$ cat src/tw_pkg.sv
// shared constants and types for the two-wire bus controller
package tw_pkg;
  localparam logic [7:0] CTRL_OFS = 8'hc0;
  localparam logic [7:0] DATA_OFS = 8'hc4;
  localparam logic [7:0] CFG_OFS = 8'hc8;
  localparam logic [7:0] CTRL_RST = 8'h00;
  localparam logic [6:0] OWN_RST = 7'h00;
  localparam int SI_B = 0;
  localparam int ACK_B = 1;
  localparam int STO_B = 4;
  localparam int STA_B = 5;
  localparam int EN_B = 0;
  localparam int INH_B = 1;
  localparam int OWN_LSB = 8;
  localparam logic [1:0] RESP_OKAY = 2'h0;
  localparam logic [1:0] RESP_SLVERR = 2'h2;
  localparam int CLK_NS = 100;
  localparam int HALF_NS = 5000;
  localparam int HALF_CYC = (HALF_NS + CLK_NS - 1) / CLK_NS;
  localparam logic [7:0] TMR_RELOAD = 8'(HALF_CYC - 1);

  typedef enum logic [2:0] {
    P_IDLE = 3'h0,
    P_START = 3'h1,
    P_BYTE = 3'h3,
    P_STOP = 3'h2,
    P_LISTEN = 3'h6
  } phase_t;

  typedef struct packed {
    logic master;
    logic transmit_direction_flag;
    logic begin_request_flag;
    logic halt_condition_flag;
    logic ack_needed_flag;
    logic arbitration_loss_flag;
    logic ack;
    logic si;
  } ctrl_t;

  typedef struct packed {
    ctrl_t c;
    logic [7:0] data;
    logic en, slave_event_mask;
    logic [6:0] own;
    logic busy, ign, adr, aack, wr, abyte, sclh, scl_drv, sda_drv;
    phase_t ph;
    logic [3:0] bc;
    logic [1:0] st;
    logic [7:0] tmr;
    logic scl1, scl2, scl3, sda1, sda2, sda3;
    logic awg, wg, bv, rv;
    logic [7:0] awa;
    logic [31:0] wd;
    logic [3:0] ws;
    logic [1:0] br, rr;
    logic [31:0] rd;
  } state_t;
endpackage

$ cat src/two_wire_ctrl.sv
// two-wire bus byte engine with its register slave
`timescale 1ns/1ps
`default_nettype none
module two_wire_ctrl (
  input wire logic aclk,
  input wire logic aresetn,
  input wire logic [7:0] s_axi_awaddr,
  input wire logic s_axi_awvalid,
  output logic s_axi_awready,
  input wire logic [31:0] s_axi_wdata,
  input wire logic [3:0] s_axi_wstrb,
  input wire logic s_axi_wvalid,
  output logic s_axi_wready,
  output logic [1:0] s_axi_bresp,
  output logic s_axi_bvalid,
  input wire logic s_axi_bready,
  input wire logic [7:0] s_axi_araddr,
  input wire logic s_axi_arvalid,
  output logic s_axi_arready,
  output logic [31:0] s_axi_rdata,
  output logic [1:0] s_axi_rresp,
  output logic s_axi_rvalid,
  input wire logic s_axi_rready,
  input wire logic scl_i,
  output logic scl_o,
  output logic scl_oe,
  input wire logic sda_i,
  output logic sda_o,
  output logic sda_oe
);
  tw_pkg::state_t q, d;
  logic scl_l, scl_p, sda_l, sda_p, tick, smp, start_det, stop_det;
  logic wr_go, ctrl_wr, data_wr, cfg_wr, si_clr;

  // ----------------------------------------------------------------
  // pin events and write decode
  // ----------------------------------------------------------------
  assign scl_l = q.scl2;
  assign scl_p = q.scl3;
  assign sda_l = q.sda2;
  assign sda_p = q.sda3;
  assign tick = (q.tmr == 8'h00);
  assign start_det = scl_l && scl_p && sda_p && !sda_l;
  assign stop_det = scl_l && scl_p && !sda_p && sda_l;
  // master samples at the end of its own high phase; a stretched clock delays it
  assign smp = q.c.master ? (tick && q.sclh && scl_l) : (scl_l && !scl_p);
  assign wr_go = q.awg && q.wg && !q.bv;
  assign ctrl_wr = wr_go && q.awa == tw_pkg::CTRL_OFS && q.ws[0];
  assign data_wr = wr_go && q.awa == tw_pkg::DATA_OFS && q.ws[0];
  assign cfg_wr = wr_go && q.awa == tw_pkg::CFG_OFS;
  assign si_clr = ctrl_wr && q.c.si && !q.wd[tw_pkg::SI_B];

  assign s_axi_awready = !q.awg && !q.bv;
  assign s_axi_wready = !q.wg && !q.bv;
  assign s_axi_bvalid = q.bv;
  assign s_axi_bresp = q.br;
  assign s_axi_arready = !q.rv;
  assign s_axi_rvalid = q.rv;
  assign s_axi_rdata = q.rd;
  assign s_axi_rresp = q.rr;
  assign scl_o = 1'b0;
  assign sda_o = 1'b0;
  assign scl_oe = q.scl_drv;
  assign sda_oe = q.sda_drv;

  // ----------------------------------------------------------------
  // next state
  // ----------------------------------------------------------------
  always_comb begin
    logic [7:0] nb;
    logic [31:0] rdv;
    logic want;
    nb = {q.data[6:0], sda_l};
    rdv = 32'h0000_0000;
    want = 1'b0;
    d = q;
    // pins pass two flops before anything looks at them
    d.scl1 = scl_i;
    d.scl2 = q.scl1;
    d.scl3 = q.scl2;
    d.sda1 = sda_i;
    d.sda2 = q.sda1;
    d.sda3 = q.sda2;
    d.tmr = tick ? tw_pkg::TMR_RELOAD : q.tmr - 8'h01;

    // register slave
    if (s_axi_awvalid && !q.awg && !q.bv) begin
      d.awg = 1'b1;
      d.awa = s_axi_awaddr;
    end
    if (s_axi_wvalid && !q.wg && !q.bv) begin
      d.wg = 1'b1;
      d.wd = s_axi_wdata;
      d.ws = s_axi_wstrb;
    end
    if (wr_go) begin
      d.awg = 1'b0;
      d.wg = 1'b0;
      d.bv = 1'b1;
      d.br = (q.awa == tw_pkg::CTRL_OFS || q.awa == tw_pkg::DATA_OFS || cfg_wr) ?
             tw_pkg::RESP_OKAY : tw_pkg::RESP_SLVERR;
    end
    if (q.bv && s_axi_bready) begin
      d.bv = 1'b0;
    end
    if (s_axi_arvalid && !q.rv) begin
      d.rv = 1'b1;
      d.rr = tw_pkg::RESP_OKAY;
      unique case (s_axi_araddr)
        tw_pkg::CTRL_OFS: rdv = {24'h00_0000, q.c};
        tw_pkg::DATA_OFS: rdv = {24'h00_0000, q.data};
        tw_pkg::CFG_OFS: rdv = {17'h0_0000, q.own, 5'h00, q.busy, q.slave_event_mask, q.en};
        default: d.rr = tw_pkg::RESP_SLVERR;
      endcase
      d.rd = rdv;
    end else if (q.rv && s_axi_rready) begin
      d.rv = 1'b0;
    end

    // software effects first, so hardware sets below win in the same cycle
    if (ctrl_wr) begin
      d.c.begin_request_flag = q.wd[tw_pkg::STA_B];
      d.c.halt_condition_flag = q.wd[tw_pkg::STO_B];
      d.c.ack = q.wd[tw_pkg::ACK_B];
      // software may only clear the byte event, never raise it
      d.c.si = q.c.si && q.wd[tw_pkg::SI_B];
    end
    if (si_clr) begin
      d.c.arbitration_loss_flag = 1'b0;
      if (q.ph == tw_pkg::P_BYTE && q.bc == 4'h0 && (q.c.master || q.adr)) begin
        d.c.transmit_direction_flag = q.wr;
        d.wr = 1'b0;
      end
    end
    if (data_wr) begin
      d.data = q.wd[7:0];
      d.wr = 1'b1;
    end
    if (cfg_wr) begin
      if (q.ws[0]) begin
        d.en = q.wd[tw_pkg::EN_B];
        d.slave_event_mask = q.wd[tw_pkg::INH_B];
      end
      if (q.ws[1]) begin
        d.own = q.wd[tw_pkg::OWN_LSB +: 7];
      end
    end

    if (!q.en) begin
      d.ph = tw_pkg::P_IDLE;
      d.sda_drv = 1'b0;
      d.scl_drv = 1'b0;
      d.sclh = 1'b0;
      d.c.master = 1'b0;
      d.adr = 1'b0;
    end else begin
      unique case (q.ph)
        tw_pkg::P_IDLE: begin
          d.sda_drv = 1'b0;
          d.scl_drv = 1'b0;
          if (q.c.begin_request_flag && !q.busy && !q.c.si && tick) begin
            d.ph = tw_pkg::P_START;
            d.st = 2'h0;
          end
        end
        tw_pkg::P_START: if (tick) begin
          // release sda, then scl, then pull sda and scl low in turn
          unique case (q.st)
            2'h0: begin d.sda_drv = 1'b0; d.st = 2'h1; end
            2'h1: begin d.scl_drv = 1'b0; d.st = 2'h2; end
            2'h2: begin
              if (!scl_l) begin
                d.c.arbitration_loss_flag = 1'b1;
                d.c.si = 1'b1;
                d.c.master = 1'b0;
                d.c.transmit_direction_flag = 1'b0;
                d.ph = tw_pkg::P_IDLE;
              end else begin
                d.sda_drv = 1'b1;
                d.busy = 1'b1;
                d.st = 2'h3;
              end
            end
            2'h3: begin
              d.scl_drv = 1'b1;
              d.sclh = 1'b0;
              d.c.master = 1'b1;
              d.c.transmit_direction_flag = 1'b1;
              d.c.si = 1'b1;
              d.wr = 1'b0;
              d.abyte = 1'b1;
              d.bc = 4'h0;
              d.ph = tw_pkg::P_BYTE;
            end
          endcase
        end
        tw_pkg::P_STOP: if (tick) begin
          unique case (q.st)
            2'h0: begin d.sda_drv = 1'b1; d.st = 2'h1; end
            2'h1: begin d.scl_drv = 1'b0; d.st = 2'h2; end
            2'h2: begin
              if (!scl_l) begin
                d.c.arbitration_loss_flag = 1'b1;
                d.c.si = 1'b1;
                d.c.master = 1'b0;
                d.c.transmit_direction_flag = 1'b0;
                d.ph = tw_pkg::P_IDLE;
              end else begin
                d.sda_drv = 1'b0;
                d.st = 2'h3;
              end
            end
            2'h3: begin
              d.c.halt_condition_flag = 1'b0;
              d.c.master = 1'b0;
              d.c.transmit_direction_flag = 1'b0;
              d.busy = 1'b0;
              d.ph = tw_pkg::P_IDLE;
            end
          endcase
        end
        tw_pkg::P_BYTE: begin
          want = (q.c.master || q.adr) && ((q.bc < 4'h8) ? (q.c.transmit_direction_flag && !q.data[7]) :
                 (!q.c.transmit_direction_flag && q.c.ack));
          // sda only moves while scl is low, so no false start or stop appears
          if (!scl_l) begin
            d.sda_drv = want;
          end
          if (!q.c.master) begin
            d.scl_drv = q.c.si && q.adr && (q.scl_drv || !scl_l);
          end else if (tick && !q.c.si) begin
            if (!q.sclh) begin
              if (q.bc == 4'h0 && !q.abyte && q.c.halt_condition_flag) begin
                d.ph = tw_pkg::P_STOP;
                d.st = 2'h0;
              end else if (q.bc == 4'h0 && !q.abyte && q.c.begin_request_flag) begin
                d.ph = tw_pkg::P_START;
                d.st = 2'h0;
              end else begin
                d.sclh = 1'b1;
                d.scl_drv = 1'b0;
              end
            end else if (scl_l) begin
              d.sclh = 1'b0;
              d.scl_drv = 1'b1;
            end
          end
          if (smp) begin
            if (q.bc != 4'h8) begin
              d.data = nb;
              d.bc = q.bc + 4'h1;
              if (q.c.transmit_direction_flag && q.data[7] && !sda_l) begin
                d.c.arbitration_loss_flag = 1'b1;
                d.c.si = 1'b1;
                d.c.master = 1'b0;
                d.c.transmit_direction_flag = 1'b0;
                d.sclh = 1'b0;
                d.scl_drv = 1'b0;
                d.sda_drv = 1'b0;
              end
              if (q.bc == 4'h7) begin
                d.abyte = 1'b0;
                if (!d.c.transmit_direction_flag && (d.c.master || q.adr)) begin
                  d.c.si = 1'b1;
                  d.c.ack_needed_flag = 1'b1;
                end else if (!d.c.master && !q.adr && q.abyte) begin
                  if (nb[7:1] == q.own && !q.slave_event_mask && !q.ign) begin
                    d.adr = 1'b1;
                    d.aack = 1'b1;
                    d.c.begin_request_flag = 1'b1;
                    d.c.si = 1'b1;
                    d.c.ack_needed_flag = 1'b1;
                    d.c.transmit_direction_flag = 1'b0;
                    d.wr = 1'b0;
                  end else begin
                    d.ph = tw_pkg::P_LISTEN;
                  end
                end
              end
            end else begin
              d.bc = 4'h0;
              if (q.c.transmit_direction_flag) begin
                d.c.ack = !sda_l;
                d.c.si = 1'b1;
              end else begin
                d.c.ack_needed_flag = 1'b0;
                d.aack = 1'b0;
                d.c.transmit_direction_flag = q.wr;
                d.wr = 1'b0;
                if (q.aack && !q.c.ack) begin
                  d.ign = 1'b1;
                  d.adr = 1'b0;
                  d.ph = tw_pkg::P_LISTEN;
                end
              end
            end
          end
        end
        tw_pkg::P_LISTEN: begin
          d.sda_drv = 1'b0;
          d.scl_drv = 1'b0;
        end
        default: d.ph = tw_pkg::P_IDLE;
      endcase

      if (start_det && q.ph != tw_pkg::P_START) begin
        d.ign = 1'b0;
        d.c.transmit_direction_flag = 1'b0;
        d.busy = 1'b1;
        d.bc = 4'h0;
        d.abyte = 1'b1;
        d.adr = 1'b0;
        d.aack = 1'b0;
        d.sda_drv = 1'b0;
        d.scl_drv = 1'b0;
        d.sclh = 1'b0;
        d.ph = tw_pkg::P_BYTE;
        if (q.c.master && !q.c.begin_request_flag) begin
          d.c.arbitration_loss_flag = 1'b1;
          d.c.si = 1'b1;
          d.c.master = 1'b0;
        end
      end
      if (stop_det && q.ph != tw_pkg::P_STOP) begin
        d.busy = 1'b0;
        d.ph = tw_pkg::P_IDLE;
        d.sda_drv = 1'b0;
        d.scl_drv = 1'b0;
        d.adr = 1'b0;
        d.c.transmit_direction_flag = 1'b0;
        if (q.adr || q.c.master) begin
          d.c.halt_condition_flag = 1'b1;
          d.c.si = 1'b1;
        end
        if (q.c.master) begin
          d.c.arbitration_loss_flag = 1'b1;
          d.c.master = 1'b0;
        end
      end
    end
  end

  always_ff @(posedge aclk) begin
    if (!aresetn) begin
      q <= '0;
      q.c <= tw_pkg::CTRL_RST;
      q.own <= tw_pkg::OWN_RST;
    end else begin
      q <= d;
    end
  end
endmodule
`default_nettype wire

$ cat config.mk
export PLATFORM = sky130hd
export DESIGN_NAME = two_wire_ctrl
export DESIGN_NICKNAME = d
export VERILOG_FILES = /design/src/tw_pkg.sv /design/src/two_wire_ctrl.sv
export SDC_FILE = /design/constraint.sdc
export NUM_CORES = 1
export LEC_CHECK = 0
export BUFFER_PORTS_ARGS = -buffer_cell sky130_fd_sc_hd__buf_4
export CORE_MARGIN = 2
export CORE_UTILIZATION = 50
export DETAILED_ROUTE_END_ITERATION = 16
export PLACE_DENSITY_LB_ADDON = 0.08
export REMOVE_ABC_BUFFERS = 1
export SYNTH_ARGS = -nofsm -noshare
export SYNTH_HDL_FRONTEND = slang
export SYNTH_SLANG_ARGS = --single-unit
$ cat constraint.sdc
create_clock -name aclk -period 2.7 [get_ports aclk]
set_input_delay 0.54 -clock aclk [delete_from_list [all_inputs] [get_ports aclk]]
set_output_delay 0.54 -clock aclk [all_outputs]
set_load 0.01 [all_outputs]
==> results.sh, run 1 <==
export IMPL_slew_viol_final=0
export IMPL_yosys_warnings=0
export IMPL_grt_pass1_wl_microns=24000
export IMPL_fillers=950
export IMPL_clockBufferDepth=2
export IMPL_core_sq_um=10400
export IMPL_setup_viol=0
export IMPL_synthTopCellsByCount="dfxtp_1, nand2_1, nor2_1"
export IMPL_maxCapViolations=0
export IMPL_gr_usage_all_layers=0.262
export IMPL_top_register="q"
export IMPL_num_antenna_cells=0
export IMPL_overflow=0
export IMPL_finalHoldViolations=0
export IMPL_fp_dieH_microns=108
export IMPL_finalCriticalPeriod_ps=2590
export IMPL_hp_start="s_axi_rready"
export IMPL_cts_sinks=103
export IMPL_cp_start_kind="register"
export IMPL_arrival_ps=2910
export IMPL_num_io_pins=106
export IMPL_cp_buffers_inverters=1
export IMPL_end_kind="register"
export IMPL_largest_reg_flops=76
export IMPL_ys_seq_area_frac=0.381
export IMPL_grt_max_degree=54
export IMPL_drc_errors=0
export IMPL_initial_utilization=0.520
export IMPL_cp_max_fo=4
export IMPL_final_antenna_net_count=0
export IMPL_status="finished, final reports clean"
export IMPL_fp_dieW_microns=108
export IMPL_place_inst=869
export IMPL_io_buffer_count=65
export IMPL_synth_top_area_cell="dfxtp_1"
export IMPL_tightest_slew_ps=577
export IMPL_wire_per_inst_microns=16.5
export IMPL_min_path_cells=2
export IMPL_hpwl_microns=11000
export IMPL_ir_worst_vdd_uv=553
export IMPL_clk_pin_slew_ps=90
export IMPL_cp_cell_sequence="inv_2 > ha_2 > or4b_4 > o31a_2 > a311o_2 > or3_4 > or3b_1 > a21oi_1"
export IMPL_worstSetupPathType="reg2reg"
export IMPL_hp_class="in2reg"
export IMPL_cts_buffers=9
export IMPL_place_area_sq_um=6040
export IMPL_slew_headroom=0.610
export IMPL_path_delay_family="simple AND/OR/NAND/NOR gates"
export IMPL_synth_area_leaders="dfxtp_1, nand2_1, a21oi_1"
export IMPL_firstDrtPassIters=8
export IMPL_timing_fmax_mhz=387
export IMPL_fin_area_sq_um=6300
export IMPL_vias=5085
export IMPL_p_per_area_nw_per_um2=542
export IMPL_worst_ep_required_time_ps=3030
export IMPL_rows=37
export IMPL_grt_pass1_vias=4727
export IMPL_htree_levels=3
export IMPL_r2r_start="q[91]"
export IMPL_power_leakage_uw=0.00252
export IMPL_antenna_found_initial=0
export IMPL_multi_input_area_sq_um=2960
export IMPL_fin_cells=888
export IMPL_finClkSkew_ps=9.43
export IMPL_synth_area_sq_um=5410
export IMPL_syn_inst=682
export IMPL_hold_slack_ps=331
export IMPL_synth_edf_count=0
export IMPL_initialDrtViolationCount=329
export IMPL_synthArstFlopShare=0
export IMPL_synth_cell_types=62
export IMPL_r2r_end="q[102]"
export IMPL_dieArea_sq_um=11700
export IMPL_final_layout_size_suffix_gt1_frac=0.193
export IMPL_register_area_sq_um=2060
export IMPL_ctsRootBufferMaster="clkbuf_8"
export IMPL_synth_most_common_cell="dfxtp_1"
export IMPL_ys_ff_latch=103
export IMPL_cts_tree="yes"
export IMPL_clk_latency_ps=390
export IMPL_min_to="s_axi_rvalid"
export IMPL_cp_slowest_stage_delay_ps=490
export IMPL_vias_per_cell=5.73
export IMPL_drt_total_wl_microns=14700
export IMPL_synth_main_ff_cell="dfxtp_1"
export IMPL_min_period_over_period=0.958
export IMPL_yosys_area_top_type_share=0.381
export IMPL_nNetsFinal=812
export IMPL_area_growth_syn_to_layout_pct=16.4
export IMPL_avgSynthCellArea_sq_um=7.94
export IMPL_gp_congestion=0.954
export IMPL_worst_r2r_cell_count=8
export IMPL_r2r_slack_ps=110
export IMPL_cp_depth=8
export IMPL_cpMaxStageDelayCell="or4b_4"
[layer usage]
metal	share of wire	track usage
met5	0	0
met3	0.073	0.0567
met1	0.45	0.361
met2	0.46	0.410
met4	0.021	0.0852
[power by group]
group	internal, uW	switching (uW)
Clock	527	549
Sequential	1610	79.8
Combinational	293	361
Total	2430	990
[stage by stage]
step | TNS (ps) | util | worst slack, ps | power [uW]
2_1_floorplan | -75.1 | - | -75.1 | 2060
3_3_place_gp | 0 | 0.579 | 35.7 | 2300
3_5_place_dp | 0 | 0.579 | 0.736 | 2330
4_1_cts | 0 | 0.601 | 1.36 | 3410
5_1_grt | -6.04 | 0.605 | -6.04 | 3600
6_report | 0 | 0.605 | 115 | 3420
[cells by family after synthesis]
logic type | share of synthesized area
buf+inv | 0.0901
simple gates | 0.253
xor+xnor | 0.0129
compound gates | 0.200
flops | 0.381
other cells | 0.000693
mux | 0.0557
fa+ha+maj | 0.00693
[timing repair]
action,CTS,global route
setup endpoints to repair,1,9
resized for setup,1,9
setup buffers,1,3
pin swaps,1,5
cloned,0,0
hold buffers,0,0
[worst max path at each step]
stage | slack (ps) | from | end
after floorplan | -80 | q[90] | q[102]
after global routing | -6 | q[91] | q[102]
after CTS | 1 | q[90] | q[102]
after global placement | 40 | q[90] | q[102]
after detailed placement | 0.7 | q[90] | q[102]
final | 110 | q[91] | q[102]
[cell type report]
class	instances	share of cell area
timing repair buffer	111	0.134
inverter	13	0.00774
clock buffer	11	0.0208
multi-input combinational	510	0.470
sequential	103	0.328
tap	136	0.0270
clock inverter	4	0.0127
[cells in the final DEF, fill, tap and decap left out, types with 6 or more instances in the layout]
cell        n
a211oi_1   18
a21oi_1    62
a22oi_1    13
a31oi_1     6
and2_1     12
buf_4     110
clkbuf_8    9
conb_1     21
dfxtp_1   101
inv_1      10
mux2i_1    29
nand2_1    86
nand2b_1    8
nand3_1    15
nand3b_1    6
nor2_1     78
nor2b_1     7
nor3_1     16
nor3b_1     6
o21a_1      6
o21ai_0    29
xnor2_1     8
(Power assumes the default switching activity.)
==> run 2, diff against run 1 <==
Settings changed: CORE_ASPECT_RATIO set to 1.1.
==> results.sh, run 2 (synthesis gave the netlist of run 1 again) <==
export IMPL_core_sq_um=10500
export IMPL_clockBufferDepth=2
export IMPL_r2r_slack_ps=60
export IMPL_place_area_sq_um=6010
export IMPL_clk_latency_ps=350
export IMPL_worstSetupEndpoint="q[102]"
export IMPL_drt_total_wl_microns=14200
export IMPL_clk_pin_slew_ps=80
export IMPL_path_delay_family="simple AND/OR/NAND/NOR gates"
export IMPL_ir_worst_vdd_uv=318
export IMPL_cp_slowest_stage_delay_ps=490
export IMPL_crit_path_start="q[90]"
export IMPL_r2r_end="q[102]"
export IMPL_final_antenna_net_count=0
export IMPL_ctsRootBufferMaster="clkbuf_16"
export IMPL_hp_class="in2reg"
export IMPL_slew_viol_final=0
export IMPL_num_io_pins=106
export IMPL_worst_ep_required_time_ps=2990
export IMPL_slew_headroom=0.457
export IMPL_vias_per_cell=5.65
export IMPL_cts_buffers=9
export IMPL_cts_tree="yes"
export IMPL_finalCriticalPeriod_ps=2640
export IMPL_num_antenna_cells=0
export IMPL_final_cell_mix="buf_4, dfxtp_1, nand2_1, nor2_1, a21oi_1"
export IMPL_initial_utilization=0.516
export IMPL_cts_sinks=103
export IMPL_htree_levels=3
export IMPL_largest_reg_flops=76
export IMPL_p_per_area_nw_per_um2=576
export IMPL_fp_dieW_microns=103
export IMPL_fp_dieH_microns=113
export IMPL_cp_depth=8
export IMPL_cp_cell_sequence="inv_2 > ha_2 > or4b_4 > o31a_1 > a311o_2 > or3_4 > or3b_1 > a21oi_1"
export IMPL_r2r_start="q[90]"
export IMPL_initialDrtViolationCount=301
export IMPL_cp_buffers_inverters=1
export IMPL_worstSetupPathType="reg2reg"
export IMPL_timing_fmax_mhz=379
export IMPL_grt_max_degree=55
export IMPL_grt_pass1_wl_microns=23300
export IMPL_fin_area_sq_um=6350
export IMPL_nNetsFinal=805
export IMPL_tightest_slew_ps=813
export IMPL_gr_usage_all_layers=0.252
export IMPL_arrival_ps=2930
export IMPL_antenna_found_initial=0
export IMPL_top_register="q"
export IMPL_finClkSkew_ps=10.7
export IMPL_cp_start_kind="register"
export IMPL_firstDrtPassIters=5
export IMPL_end_kind="register"
export IMPL_overflow=0
export IMPL_setup_viol=0
export IMPL_io_buffer_count=65
export IMPL_power_leakage_uw=0.00252
export IMPL_layout_commonest_cell="buf_4"
export IMPL_grt_pass1_vias=4719
export IMPL_maxCapViolations=0
export IMPL_hpwl_microns=10600
export IMPL_status="finished, final reports clean"
export IMPL_area_growth_syn_to_layout_pct=17.3
export IMPL_wire_per_inst_microns=15.9
export IMPL_vias=5027
export IMPL_worst_r2r_cell_count=8
export IMPL_rows=39
export IMPL_hold_slack_ps=367
export IMPL_final_layout_size_suffix_gt1_frac=0.188
export IMPL_cpMaxStageDelayCell="or4b_4"
export IMPL_drc_errors=0
export IMPL_cp_max_fo=4
export IMPL_finalHoldViolations=0
export IMPL_min_period_over_period=0.976
export IMPL_gp_congestion=0.943
export IMPL_dieArea_sq_um=11700
-- run 2: cell count changes in the layout (fill, tap and decap cells not counted) --
cell,before,now
inv_6,0,2
o31ai_2,1,0
clkbuf_16,0,9
clkbuf_1,2,0
o31ai_1,5,6
bufinv_16,2,0
clkinv_8,0,3
buf_4,110,103
clkinv_4,1,0
clkbuf_8,9,0
clkinvlp_4,0,1
-- run 2: final cells by class --
type / instances / area, sq um
multi-input combinational: 510 / 2960
fill: 979 / 4140
tap: 143 / 179
inverter: 13 / 48.8
sequential: 103 / 2060
clock inverter: 7 / 85.1
clock buffer: 9 / 225
timing repair buffer: 104 / 793
-- run 2: per-stage QoR --
| stage | power (uW) | worst slack (ps) | TNS (ps) | cells | utilization |
|---|---|---|---|---|---|
| 2_1_floorplan | 2060 | -75.1 | -75.1 | 626 | - |
| 3_3_place_gp | 2320 | 52.7 | 0 | 872 | 0.573 |
| 3_5_place_dp | 2350 | -6.03 | -6.03 | 872 | 0.573 |
| 4_1_cts | 3660 | 22.0 | 0 | 888 | 0.603 |
| 5_1_grt | 3830 | -4.53 | -4.53 | 889 | 0.605 |
| 6_report | 3660 | 63.6 | 0 | 889 | 0.605 |
-- run 2: repair_timing --
action / CTS / global route
resized for setup: 2 / 7
buffers inserted: 0 / 1
hold endpoints to repair: 0 / 0
hold buffers: 0 / 0
endpoints found under the setup margin: 1 / 8
pin swaps: 2 / 3
-- run 2: layer usage --
layer / share of wire / track usage
met5: 0 / 0
met4: 0.031 / 0.102
met3: 0.052 / 0.0500
met2: 0.47 / 0.404
met1: 0.44 / 0.330
-- run 2: worst min-delay path by stage --
stage / start / to / cells past startpoint / slack [ps]
2_1_floorplan: d[88] / scl_l / 1 / 410
3_3_place_gp: d[88] / scl_l / 1 / 410
3_5_place_dp: d[88] / scl_l / 1 / 420
4_1_cts: s_axi_rready / s_axi_rvalid / 2 / 360
5_1_grt: s_axi_rready / s_axi_rvalid / 2 / 370
6_report: s_axi_rready / s_axi_rvalid / 2 / 370
-- run 2: power breakdown --
group | internal [uW] | total (uW) | switching [uW]
clock network | 663 | 1320 | 660
registers | 1610 | 1690 | 79.7
logic | 286 | 649 | 363
total | 2560 | 3660 | 1100
